==> config.mk <==
export PLATFORM = sky130hd
export DESIGN_NAME = ion_gauge_interlock
export DESIGN_NICKNAME = d
export VERILOG_FILES = /design/src/include/ion_interlock_pkg.sv /design/src/design/ion_gauge_interlock.sv
export SDC_FILE = /design/constraint.sdc
export NUM_CORES = 2
export LEC_CHECK = 0
export ABC_AREA = 0
export ABC_CLOCK_PERIOD_IN_PS = 25500
export BUFFER_PORTS_ARGS = -buffer_cell sky130_fd_sc_hd__buf_4
export CAP_MARGIN = 20
export CELL_PAD_IN_SITES_DETAIL_PLACEMENT = 1
export CELL_PAD_IN_SITES_GLOBAL_PLACEMENT = 1
export CORE_ASPECT_RATIO = 1.1
export CORE_UTILIZATION = 48
export DETAILED_ROUTE_END_ITERATION = 16
export GPL_ROUTABILITY_DRIVEN = 0
export GPL_TIMING_DRIVEN = 0
export PLACE_DENSITY_LB_ADDON = 0.15
export SLEW_MARGIN = 30
export SYNTH_ARGS = -nofsm -noshare
export SYNTH_HDL_FRONTEND = slang
export SYNTH_SLANG_ARGS = --single-unit
==> constraint.sdc <==
create_clock -name clk_sys -period 25.5 [get_ports clk_sys]
set_input_delay 5.1 -clock clk_sys [delete_from_list [all_inputs] [get_ports clk_sys]]
set_output_delay 5.1 -clock clk_sys [all_outputs]
set_load 0.1 [all_outputs]
==> src/include/ion_interlock_pkg.sv <==
// Purpose: shared types and constants of the filament gauge interlock
// Assumes: pressures are unsigned binary, one lsb = 1e-11 torr
// Notes: six channels on three boards, filament gauge on the first channel of a board
package ion_interlock_pkg;
  localparam int PW = 40;
  localparam int NCH = 6;
  localparam int NBRD = 3;
  localparam int DEGAS_MAX = 3;
  localparam int CLK_HZ = 20_000_000;
  localparam int DEBOUNCE_US = 5000;
  localparam int DEBOUNCE_CYC = (CLK_HZ / 1_000_000) * DEBOUNCE_US;

  typedef logic [PW-1:0] press_type;

  // pressure figures in 1e-11 torr units
  localparam press_type P_5E_10 = 40'h32;
  localparam press_type P_1E_6 = 40'h186a0;
  localparam press_type P_1P5E_6 = 40'h249f0;
  localparam press_type P_1E_5 = 40'hf4240;
  localparam press_type P_5E_4 = 40'h2faf080;
  localparam press_type P_2E_3 = 40'hbebc200;
  localparam press_type P_5E_3 = 40'h1dcd6500;
  localparam press_type P_1E_2 = 40'h3b9aca00;
  localparam press_type P_2E_2 = 40'h77359400;
  localparam press_type P_9P5E_1 = 40'h161e70f600;

  localparam logic [3:0] HYST_MIN_NUM = 4'hb;
  localparam logic [3:0] HYST_MIN_DEN = 4'ha;
  localparam logic [8:0] FS_DIV = 9'h1f4;
  localparam logic [2:0] REF_NONE = 3'h7;
  localparam logic [1:0] DEGAS_LIMIT = 2'h3;

  typedef enum logic [2:0] {
    GAUGE_NONE = 3'h0,
    THERMAL_CONDUCTIVITY_GAUGE = 3'h1,
    CONVECTION_GAUGE = 3'h2,
    COLD_ION_GAUGE = 3'h3,
    FILAMENT_ION_GAUGE = 3'h4,
    DIAPHRAGM_GAUGE = 3'h5
  } gauge_type;

  typedef enum logic [1:0] {
    CTRL_OFF = 2'h0,
    CTRL_SAFE = 2'h1,
    CTRL_AUTO = 2'h3
  } ctrl_mode_type;

  typedef enum logic [3:0] {
    OP_PROCESS_THRESHOLD = 4'h0,
    OP_HYSTERESIS = 4'h1,
    OP_INTERLOCK_THRESHOLD = 4'h2,
    OP_REFERENCE_CHANNEL_SELECT = 4'h3,
    OP_MODE = 4'h4,
    OP_PROTECT = 4'h5,
    OP_POWER_ON = 4'h6,
    OP_POWER_OFF = 4'h7,
    OP_DEGAS_ON = 4'h8,
    OP_DEGAS_OFF = 4'h9
  } cmd_op_type;

  // chan[2:1] selects the board for board-level operations
  typedef struct packed {
    logic valid;
    cmd_op_type op;
    logic [2:0] chan;
    press_type value;
  } cmd_type;
endpackage : ion_interlock_pkg

==> src/design/ion_gauge_interlock.sv <==
// Purpose: setpoint, interlock, protection, remote and degas power logic
// Assumes: pressures and types come from logic on clk_sys; remoteIn are raw pins
// Notes: one lsb of pressure = 1e-11 torr
// Notes on behaviour
// [RQ1] process threshold accepted only from 5e-10 to 5e-3, else refused
// [RQ2] new process threshold sets hysteresis to 1.5 times it
// [RQ3] hand-set hysteresis must be at least 1.1 times the threshold
// [RQ4] interlock threshold lower bound depends on reference gauge type
// [RQ5] interlock threshold is 5e-3 torr after reset
// [RQ6] interlock threshold capped at 1e-2 (2e-2 with a diaphragm reference), or 9.5e-1 after range extension
// [RQ7] interlock mode enabled only with a valid reference channel selected
// [RQ8] auto mode: filament power follows reference pressure against threshold
// [RQ9] safe mode: reference turns power off, only manual turns it on
// [RQ10] off mode: reference ignored, power only by manual requests
// [RQ11] protection threshold always on, trips power off above it, default 5e-3
// [RQ12] power switching only for four gauge types, never diaphragm gauges
// [RQ13] cold ion gauge power request drives its anode high voltage enable
// [RQ14] degas on up to three small gauges, or one glass gauge
// [RQ15] remote falling edge turns power off, rising edge on, edges only
// [RQ16] six remote inputs; second of board may drive that board's degas
// [RQ17] remote inputs are held high by internal pull-up
// [RQ18] protection trip disables automatic control until a manual on
// [RQ19] process threshold direction fixed at below
// [RQ20] below output sets under threshold, clears above hysteresis
// [RQ21] remote inputs synchronised and debounced before edge detection
`timescale 1ns/1ps
module ion_gauge_interlock #(
  parameter int DEBOUNCE_CYCLES = ion_interlock_pkg::DEBOUNCE_CYC
) (
  input wire logic clk_sys,
  input wire logic rst,
  input wire logic clkEn,
  input wire ion_interlock_pkg::gauge_type [ion_interlock_pkg::NCH-1:0] gaugeType,
  input wire ion_interlock_pkg::press_type [ion_interlock_pkg::NCH-1:0] pressure,
  input wire ion_interlock_pkg::press_type [ion_interlock_pkg::NCH-1:0] fullScale,
  input wire logic [ion_interlock_pkg::NBRD-1:0] glassGauge,
  input wire logic [ion_interlock_pkg::NBRD-1:0] remoteDegasSel,
  input wire logic [ion_interlock_pkg::NCH-1:0] remoteIn,
  input wire ion_interlock_pkg::cmd_type cmd,
  input wire logic rangeExtensionCommand,
  output logic [ion_interlock_pkg::NCH-1:0] remotePullupEn,
  output logic cmdAck,
  output logic cmdNak,
  output logic [ion_interlock_pkg::NCH-1:0] sensorPower,
  output logic [ion_interlock_pkg::NCH-1:0] anodeHvEn,
  output logic [ion_interlock_pkg::NBRD-1:0] degasOn,
  output logic [ion_interlock_pkg::NBRD-1:0] processSpOut,
  output logic [ion_interlock_pkg::NBRD-1:0] protTripped
);
  localparam int NCH = ion_interlock_pkg::NCH;
  localparam int NBRD = ion_interlock_pkg::NBRD;
  localparam int CW = $clog2(DEBOUNCE_CYCLES + 1);

  logic rangeExt_r;
  logic cmdAck_r;
  logic cmdNak_r;

  // power state
  logic [NCH-1:0] power_r;
  logic [NCH-1:0] power_nxt;
  logic [NBRD-1:0] degas_r;
  logic [NBRD-1:0] degas_nxt;

  // requests
  logic [NCH-1:0] remRise;
  logic [NCH-1:0] remFall;
  logic [NCH-1:0] manOn;
  logic [NCH-1:0] manOff;

  logic [NCH-1:0] chanOk;
  logic [NBRD-1:0] boardOk;

  // board state
  logic [NBRD-1:0] isFil;
  logic [NBRD-1:0] ilkAuto;
  logic [NBRD-1:0] ilkSafe;
  logic [NBRD-1:0] refBelow;
  logic [NBRD-1:0] autoOff;
  logic [NBRD-1:0] trip;

  logic [NBRD-1:0] dgOnReq;
  logic [NBRD-1:0] dgOffReq;
  logic [NBRD-1:0] dgGrant;

  wire logic opPwrOn = cmd.valid && cmd.op == ion_interlock_pkg::OP_POWER_ON;
  wire logic opPwrOff = cmd.valid && cmd.op == ion_interlock_pkg::OP_POWER_OFF;
  wire logic opDgOn = cmd.valid && cmd.op == ion_interlock_pkg::OP_DEGAS_ON;
  wire logic opDgOff = cmd.valid && cmd.op == ion_interlock_pkg::OP_DEGAS_OFF;
  wire logic cmdOk = (|boardOk) || (|chanOk);

  assign remotePullupEn = '1; // RQ17
  assign cmdAck = cmdAck_r;
  assign cmdNak = cmdNak_r;
  assign sensorPower = power_r;
  assign degasOn = degas_r;

  ////////////////////////////////////////////////////////////////////////////
  // per channel: remote input conditioning and power switching
  genvar i;
  generate
    for (i = 0; i < NCH; i++) begin : g_ch
      logic sync1_r;
      logic sync2_r;
      logic level_r;
      logic rise_r;
      logic fall_r;
      logic [CW-1:0] cnt_r;

      wire logic settled = cnt_r == CW'(DEBOUNCE_CYCLES - 1);
      wire logic pwrCapable = gaugeType[i] == ion_interlock_pkg::THERMAL_CONDUCTIVITY_GAUGE ||
                              gaugeType[i] == ion_interlock_pkg::CONVECTION_GAUGE ||
                              gaugeType[i] == ion_interlock_pkg::COLD_ION_GAUGE ||
                              gaugeType[i] == ion_interlock_pkg::FILAMENT_ION_GAUGE; // RQ12
      wire logic hitChan = cmd.chan == 3'(i);
      // the second channel of a board may be routed to degas instead
      wire logic toDegas = (i % 2 == 1) && remoteDegasSel[i/2]; // RQ16

      always_ff @(posedge clk_sys or posedge rst) begin
        if (rst) begin
          sync1_r <= 1'b1;
          sync2_r <= 1'b1;
          level_r <= 1'b1;
          rise_r <= 1'b0;
          fall_r <= 1'b0;
          cnt_r <= '0;
        end else if (clkEn) begin
          sync1_r <= remoteIn[i]; // RQ21
          sync2_r <= sync1_r;
          rise_r <= settled && sync2_r && !level_r; // RQ15
          fall_r <= settled && !sync2_r && level_r; // RQ15
          if (sync2_r == level_r) begin
            cnt_r <= '0;
          end else if (settled) begin
            level_r <= sync2_r; // RQ21
            cnt_r <= '0;
          end else begin
            cnt_r <= cnt_r + CW'(1);
          end
        end
      end

      assign remRise[i] = rise_r;
      assign remFall[i] = fall_r;
      assign manOn[i] = (opPwrOn && hitChan) || (rise_r && !toDegas);
      assign manOff[i] = (opPwrOff && hitChan) || (fall_r && !toDegas);
      assign chanOk[i] = (opPwrOn || opPwrOff) && hitChan && pwrCapable;
      assign anodeHvEn[i] = power_r[i] && gaugeType[i] == ion_interlock_pkg::COLD_ION_GAUGE; // RQ13

      always_comb begin
        power_nxt[i] = power_r[i];
        if (manOff[i]) begin
          power_nxt[i] = 1'b0;
        end else if (manOn[i]) begin
          power_nxt[i] = 1'b1;
        end
        if (i % 2 == 0 && isFil[i/2]) begin
          if (ilkAuto[i/2] && !autoOff[i/2]) begin
            power_nxt[i] = refBelow[i/2]; // RQ8
          end else if (ilkSafe[i/2] && !refBelow[i/2]) begin
            power_nxt[i] = 1'b0; // RQ9
          end
          if (trip[i/2]) begin
            power_nxt[i] = 1'b0; // RQ11
          end
        end
        if (!pwrCapable) begin
          power_nxt[i] = 1'b0; // RQ12
        end
      end
    end
  endgenerate

  ////////////////////////////////////////////////////////////////////////////
  // per board: thresholds, interlock and protection of the filament gauge
  genvar b;
  generate
    for (b = 0; b < NBRD; b++) begin : g_brd
      localparam int FC = 2 * b;
      ion_interlock_pkg::press_type procSp_r;
      ion_interlock_pkg::press_type hyst_r;
      ion_interlock_pkg::press_type ctrlSp_r;
      ion_interlock_pkg::press_type protSp_r;
      ion_interlock_pkg::ctrl_mode_type mode_r;
      logic [2:0] refSel_r;
      logic autoOff_r;
      logic spOut_r;

      wire ion_interlock_pkg::press_type v = cmd.value;
      wire logic hit = cmd.valid && cmd.chan[2:1] == 2'(b);
      wire logic fil = gaugeType[FC] == ion_interlock_pkg::FILAMENT_ION_GAUGE;

      wire logic [2:0] refIdx = (refSel_r < 3'(NCH)) ? refSel_r : 3'h0;
      wire logic [2:0] newIdx = (v[2:0] < 3'(NCH)) ? v[2:0] : 3'h0;
      wire ion_interlock_pkg::gauge_type refT = gaugeType[refIdx];
      wire ion_interlock_pkg::gauge_type newT = gaugeType[newIdx];
      wire logic refOk = refSel_r < 3'(NCH) && refSel_r != 3'(FC) &&
                         (refT == ion_interlock_pkg::THERMAL_CONDUCTIVITY_GAUGE ||
                          refT == ion_interlock_pkg::CONVECTION_GAUGE ||
                          refT == ion_interlock_pkg::DIAPHRAGM_GAUGE);
      wire logic newRefOk = v < ion_interlock_pkg::press_type'(NCH) && v[2:0] != 3'(FC) &&
                            (newT == ion_interlock_pkg::THERMAL_CONDUCTIVITY_GAUGE ||
                             newT == ion_interlock_pkg::CONVECTION_GAUGE ||
                             newT == ion_interlock_pkg::DIAPHRAGM_GAUGE);
      wire logic [ion_interlock_pkg::PW+3:0] hystScaled = {4'h0, v} * ion_interlock_pkg::HYST_MIN_DEN;
      wire logic [ion_interlock_pkg::PW+3:0] minScaled = {4'h0, procSp_r} * ion_interlock_pkg::HYST_MIN_NUM;
      wire logic [ion_interlock_pkg::PW+8:0] fsScaled = {9'h0, v} * ion_interlock_pkg::FS_DIV;
      wire ion_interlock_pkg::press_type ctrlMax = rangeExt_r ? ion_interlock_pkg::P_9P5E_1 :
        (refT == ion_interlock_pkg::DIAPHRAGM_GAUGE ? ion_interlock_pkg::P_2E_2 : ion_interlock_pkg::P_1E_2);
      wire logic ctrlMinOk = (refT == ion_interlock_pkg::THERMAL_CONDUCTIVITY_GAUGE) ?
                               v >= ion_interlock_pkg::P_5E_4 :
                             (refT == ion_interlock_pkg::CONVECTION_GAUGE) ? v >= ion_interlock_pkg::P_2E_3 :
                             fsScaled >= {9'h0, fullScale[refIdx]};
      wire ion_interlock_pkg::ctrl_mode_type newMode = ion_interlock_pkg::ctrl_mode_type'(v[1:0]);
      wire logic okProc = v >= ion_interlock_pkg::P_5E_10 && v <= ion_interlock_pkg::P_5E_3; // RQ1
      wire logic okHyst = hystScaled >= minScaled; // RQ3
      wire logic okCtrl = refOk && ctrlMinOk && v <= ctrlMax; // RQ4 RQ6
      wire logic okMode = (newMode == ion_interlock_pkg::CTRL_OFF) ||
                          (refOk && (newMode == ion_interlock_pkg::CTRL_SAFE ||
                                     newMode == ion_interlock_pkg::CTRL_AUTO)); // RQ7
      wire logic okProt = v >= ion_interlock_pkg::P_1E_5 && v <= ion_interlock_pkg::P_1E_2; // RQ11

      wire logic wProc = hit && fil && cmd.op == ion_interlock_pkg::OP_PROCESS_THRESHOLD && okProc;
      wire logic wHyst = hit && fil && cmd.op == ion_interlock_pkg::OP_HYSTERESIS && okHyst;
      wire logic wCtrl = hit && fil && cmd.op == ion_interlock_pkg::OP_INTERLOCK_THRESHOLD && okCtrl;
      wire logic wRef = hit && fil && cmd.op == ion_interlock_pkg::OP_REFERENCE_CHANNEL_SELECT && newRefOk;
      wire logic wMode = hit && fil && cmd.op == ion_interlock_pkg::OP_MODE && okMode;
      wire logic wProt = hit && fil && cmd.op == ion_interlock_pkg::OP_PROTECT && okProt;

      wire logic tripNow = fil && power_r[FC] && pressure[FC] > protSp_r; // RQ11
      wire logic active = fil && refOk; // RQ10

      always_ff @(posedge clk_sys or posedge rst) begin
        if (rst) begin
          procSp_r <= ion_interlock_pkg::P_1E_6;
          hyst_r <= ion_interlock_pkg::P_1P5E_6;
          ctrlSp_r <= ion_interlock_pkg::P_5E_3; // RQ5
          protSp_r <= ion_interlock_pkg::P_5E_3;
          mode_r <= ion_interlock_pkg::CTRL_OFF;
          refSel_r <= ion_interlock_pkg::REF_NONE;
          autoOff_r <= 1'b0;
          spOut_r <= 1'b0;
        end else if (clkEn) begin
          if (wProc) begin
            procSp_r <= v;
            hyst_r <= v + (v >> 1); // RQ2
          end else if (wHyst) begin
            hyst_r <= v; // RQ3
          end
          if (wCtrl) begin
            ctrlSp_r <= v;
          end
          if (wProt) begin
            protSp_r <= v;
          end
          if (wMode) begin
            mode_r <= newMode;
          end
          if (wRef) begin
            refSel_r <= v[2:0];
          end
          // trip wins over a manual on in the same cycle
          if (tripNow) begin
            autoOff_r <= 1'b1; // RQ18
          end else if (manOn[FC]) begin
            autoOff_r <= 1'b0; // RQ18
          end
          // below only: set under threshold, clear above hysteresis
          if (pressure[FC] < procSp_r) begin
            spOut_r <= 1'b1; // RQ19 RQ20
          end else if (pressure[FC] > hyst_r) begin
            spOut_r <= 1'b0; // RQ20
          end
        end
      end

      assign isFil[b] = fil;
      assign ilkAuto[b] = active && mode_r == ion_interlock_pkg::CTRL_AUTO; // RQ8
      assign ilkSafe[b] = active && mode_r == ion_interlock_pkg::CTRL_SAFE; // RQ9
      assign refBelow[b] = pressure[refIdx] < ctrlSp_r;
      assign autoOff[b] = autoOff_r;
      assign trip[b] = tripNow;
      assign processSpOut[b] = spOut_r;
      assign protTripped[b] = autoOff_r;
      assign dgOnReq[b] = fil && ((opDgOn && cmd.chan[2:1] == 2'(b)) ||
                                  (remoteDegasSel[b] && remRise[FC+1])); // RQ16
      assign dgOffReq[b] = (opDgOff && cmd.chan[2:1] == 2'(b)) ||
                           (remoteDegasSel[b] && remFall[FC+1]);
      assign boardOk[b] = wProc || wHyst || wCtrl || wRef || wMode || wProt ||
                          (hit && opDgOn && dgGrant[b]) || (hit && opDgOff && fil);
    end
  endgenerate

  ////////////////////////////////////////////////////////////////////////////
  // degas admission across boards
  always_comb begin
    logic [1:0] cnt;
    logic glassAct;
    cnt = 2'h0;
    glassAct = 1'b0;
    dgGrant = '0;
    degas_nxt = '0;

    for (int k = 0; k < NBRD; k++) begin
      if (degas_r[k] && !dgOffReq[k] && power_nxt[2*k] && isFil[k] && !trip[k]) begin
        degas_nxt[k] = 1'b1;
        cnt = cnt + 2'h1;
        glassAct = glassAct || glassGauge[k];
      end
    end
    for (int k = 0; k < NBRD; k++) begin
      if (dgOnReq[k] && !degas_nxt[k] && power_nxt[2*k] && !trip[k] &&
          (cnt == 2'h0 || (cnt < ion_interlock_pkg::DEGAS_LIMIT && !glassAct && !glassGauge[k]))) begin
        dgGrant[k] = 1'b1; // RQ14
        degas_nxt[k] = 1'b1;
        cnt = cnt + 2'h1;
        glassAct = glassAct || glassGauge[k];
      end else if (dgOnReq[k] && degas_nxt[k]) begin
        dgGrant[k] = 1'b1;
      end
    end
  end

  ////////////////////////////////////////////////////////////////////////////
  // shared state
  always_ff @(posedge clk_sys or posedge rst) begin
    if (rst) begin
      rangeExt_r <= 1'b0;
      cmdAck_r <= 1'b0;
      cmdNak_r <= 1'b0;
      power_r <= '0;
      degas_r <= '0;
    end else if (clkEn) begin
      if (rangeExtensionCommand) begin
        rangeExt_r <= 1'b1; // RQ6
      end
      cmdAck_r <= cmd.valid && cmdOk; // RQ1
      cmdNak_r <= cmd.valid && !cmdOk;
      power_r <= power_nxt;
      degas_r <= degas_nxt;
    end
  end
endmodule : ion_gauge_interlock

==> reports/metrics.cfg <==
[power]
power.total_mw=5.55
peakVddDrop_uv=69.5
p_sw_frac=0.464
power_density_mw_per_mm2=59.0
leakagePower_nw=42.0
p_comb_frac=0.577
clockPowerShare=0.235
seq_power_share=0.189
p_int_mw=2.97
p_sw_mw=2.57

[grt]
grt_max_degree=93
grt.overflow.total=0
grt_pass1_wl_um=569000
grt_pass1_vias=89700
track_usage=0.440
antenna_found_initial=79

[synthesis]
synth-seq-area-share=0.197
async_flop_share=1.00
syn_area_per_cell_um2=8.47
postSynthCellCount=9803
synth_ff_type=dfrtp_1
synth_edf_count=0
synth_seq_cells=645
syn_area_mm2=0.0830
yosys_warnings=0
synthDistinctLibCells=94

[timing]
rsz0062_at_grt=false
skew_ps=55.9
worst_pin_slew_ps=1190
fmax_ghz=0.0625
min_period_ps=16000
maxSlewHeadroom=0.200
finalSetupViolCount=0
hold_viol_final=0
fin_crit_sh=0.628
setup_slack_ps=9500
final_max_slew_viol_count=0

[cts]
htree_levels=3
clockBufferDepth=3
cts.sinks=645
cts-resized-gates=0
path_clk_slew_ps=60
postCtsSetupBuffers=0
numCtsBuffers=84
clkLatencyLatePin_ps=770
cts_root_buffer=clkbuf_16
cts_tree=yes
hold_buffers=0

[place]
place_area_mm2=0.0909
dp_hpwl_um=317000
port_buffers=581
dpl_worst_slack_ps=9310
post-place-cells=12700

[worst_setup_path]
cp.required_ps=26050
end_kind=register
crit_type=in2reg
critPathBufInv=7
crit_fanout=11
crit_slowest_cell=xnor2_1
critPathTopFamily=compound AO/OA/AOI/OAI gates
max_stage_delay_ps=700
start_kind=input port
cp.arrival_ps=16550

[routing]
drc=0
vias=84300
ant_nets=0
vias_per_cell=6.55
drt-total-wl_um=391000
post_drt_wl_per_cell_um=30.4
drt_pass1_iterations=6
drt_iter0_markers=7297

[final_layout]
fillerInstances=20600
fin_util=0.549
syn2layout_area_growth_pct=13.2
layout.cells.non_filler=12900
drive_gt1_frac=0.136
design_area_mm2=0.0940
final_nets=12600

[die]
placementRows=159
fp.dieW_um=399
die_y_um=438
core_area_mm2=0.171
io_pins=591
initial_core_util=0.485
die_area_mm2=0.175

[min_path]
hp-class=reg2reg

[outcome]
status=completed

[run]
drv_cap=0

-- cell usage in the layout, fill, tap and decap left out, types with 42 or more instances in the layout --
| master | n |
|---|---|
| ha_1 | 1284 |
| inv_1 | 1128 |
| o21ai_0 | 1014 |
| nand2_1 | 984 |
| buf_4 | 599 |
| a21oi_1 | 535 |
| dfrtp_1 | 498 |
| mux2i_1 | 406 |
| clkbuf_1 | 341 |
| mux2_2 | 312 |
| nor2_1 | 293 |
| a211oi_1 | 288 |
| fa_1 | 263 |
| a21o_1 | 254 |
| nor2b_1 | 218 |
| nand4_1 | 186 |
| nand3_1 | 150 |
| dfstp_2 | 147 |
| xnor2_1 | 131 |
| nand2b_1 | 130 |
| xor2_1 | 91 |
| nor3_1 | 87 |
| mux4_2 | 86 |
| o21a_1 | 85 |
| clkbuf_16 | 85 |
| and3_1 | 82 |
| o221ai_1 | 59 |
| clkbuf_2 | 48 |
| diode_2 | 44 |
| o211ai_1 | 42 |
-- area by class of cell --
type                    instances  area [um^2]  share of cell area
diodes                         44          110             0.00117
repair buffers                610         4910              0.0522
clock inverters                31          499             0.00531
clock buffers                 127         2430              0.0259
multi-input cells            7613        61000               0.648
plain buffers                 418         1700              0.0181
inverters                    1132         4260              0.0453
flip-flops and latches        645        16300               0.174
well taps                    2254         2820              0.0300
-- synth_stat cells (all sizes together), types with 35 or more instances --
cell type / count / share of area
ha: 1284 / 0.19
inv: 1131 / 0.051
o21ai: 1025 / 0.062
nand2: 984 / 0.044
a21oi: 536 / 0.032
dfrtp: 498 / 0.15
mux2i: 407 / 0.049
clkbuf: 356 / 0.016
mux2: 317 / 0.043
a211oi: 293 / 0.027
nor2: 293 / 0.013
fa: 263 / 0.063
a21o: 254 / 0.023
nor2b: 218 / 0.016
nand4: 186 / 0.014
nand3: 150 / 0.0090
dfstp: 147 / 0.047
xnor2: 132 / 0.014
nand2b: 130 / 0.0098
xor2: 93 / 0.010
nor3: 92 / 0.0055
mux4: 86 / 0.023
o21a: 85 / 0.0077
and3: 82 / 0.0062
buf: 62 / 0.0036
o221ai: 59 / 0.0062
o211ai: 44 / 0.0041
a22oi: 41 / 0.0037
o31ai: 38 / 0.0034
o21bai: 37 / 0.0033
nor4: 36 / 0.0027
a31oi: 35 / 0.0026
-- power by group through the flow --
| stage | Combinational, mW | Sequential, mW | Clock [mW] |
|---|---|---|---|
| 2_1_floorplan | 1.95 | 1.07 | 0 |
| 3_3_place_gp | 2.87 | 1.06 | 0 |
| 3_5_place_dp | 3.05 | 1.06 | 0 |
| 4_1_cts | 3.07 | 1.05 | 1.31 |
| 5_1_grt | 3.43 | 1.05 | 1.34 |
| 6_report | 3.20 | 1.05 | 1.30 |
-- worst paths after layout --
path / from / end / slack, ps / depth (start not counted)
max: cmd[3] / g_brd[0].ctrlSp_r[2] / 9500 / 31
min: g_brd[1].hyst_r[36] / g_brd[1].hyst_r[36] / 480 / 2
max reg2reg: g_brd[0].refSel_r[0] / cmdNak / 13410 / 35
min reg2reg: g_brd[1].hyst_r[36] / g_brd[1].hyst_r[36] / 480 / 2
max in group asynchronous: rst / g_ch[1].cnt_r[11] / 18800 / 7
min in group asynchronous: rst / g_brd[0].procSp_r[11] / 4330 / 2
-- sequential cells by signal, indices dropped and copies added, names as in the netlist --
register	flops
g_ch.sync1_r	6
cmdNak	1
g_ch.fall_r	6
g_ch.sync2_r	6
g_brd.autoOff_r	3
g_brd.ctrlSp_r	120
rangeExt_r	1
g_brd.refSel_r	9
cmdAck	1
g_ch.level_r	6
g_ch.rise_r	6
g_brd.mode_r	6
g_brd.procSp_r	120
g_brd.spOut_r	3
degasOn	3
g_brd.protSp_r	120
g_ch.cnt_r	102
g_brd.hyst_r	120
sensorPower	6
-- per-layer routing --
layer / up-vias / track usage / wire length (um)
li1: 36400 / - / -
met1: 41900 / 0.494 / 140000
met2: 4406 / 0.691 / 173000
met3: 1639 / 0.120 / 38800
met4: 42 / 0.375 / 38700
met5: - / 0 / 332
-- worst min-delay path, cell delays in order (launching register included) --
cell and delay, ps:
dfrtp_1 340, nand2_1 40, o21ai_0 60
-- kinds of logic after synthesis --
family          Yosys count  share of synthesized area
other cells               1                  0.0000452
simple gates           2335                      0.136
fa+ha+maj              1547                      0.257
flops                   645                      0.197
buf+inv                1550                     0.0709
mux                     810                      0.116
compound gates         2690                      0.200
xor+xnor                225                     0.0239
-- metrics by stage --
stage	hold WS, ps	TNS, ps
6_report	478	0
5_1_grt	492	0
4_1_cts	483	0
3_5_place_dp	470	0
3_3_place_gp	462	-2858340
2_1_floorplan	450	0
Note: power is estimated with default switching activity, not from simulation.
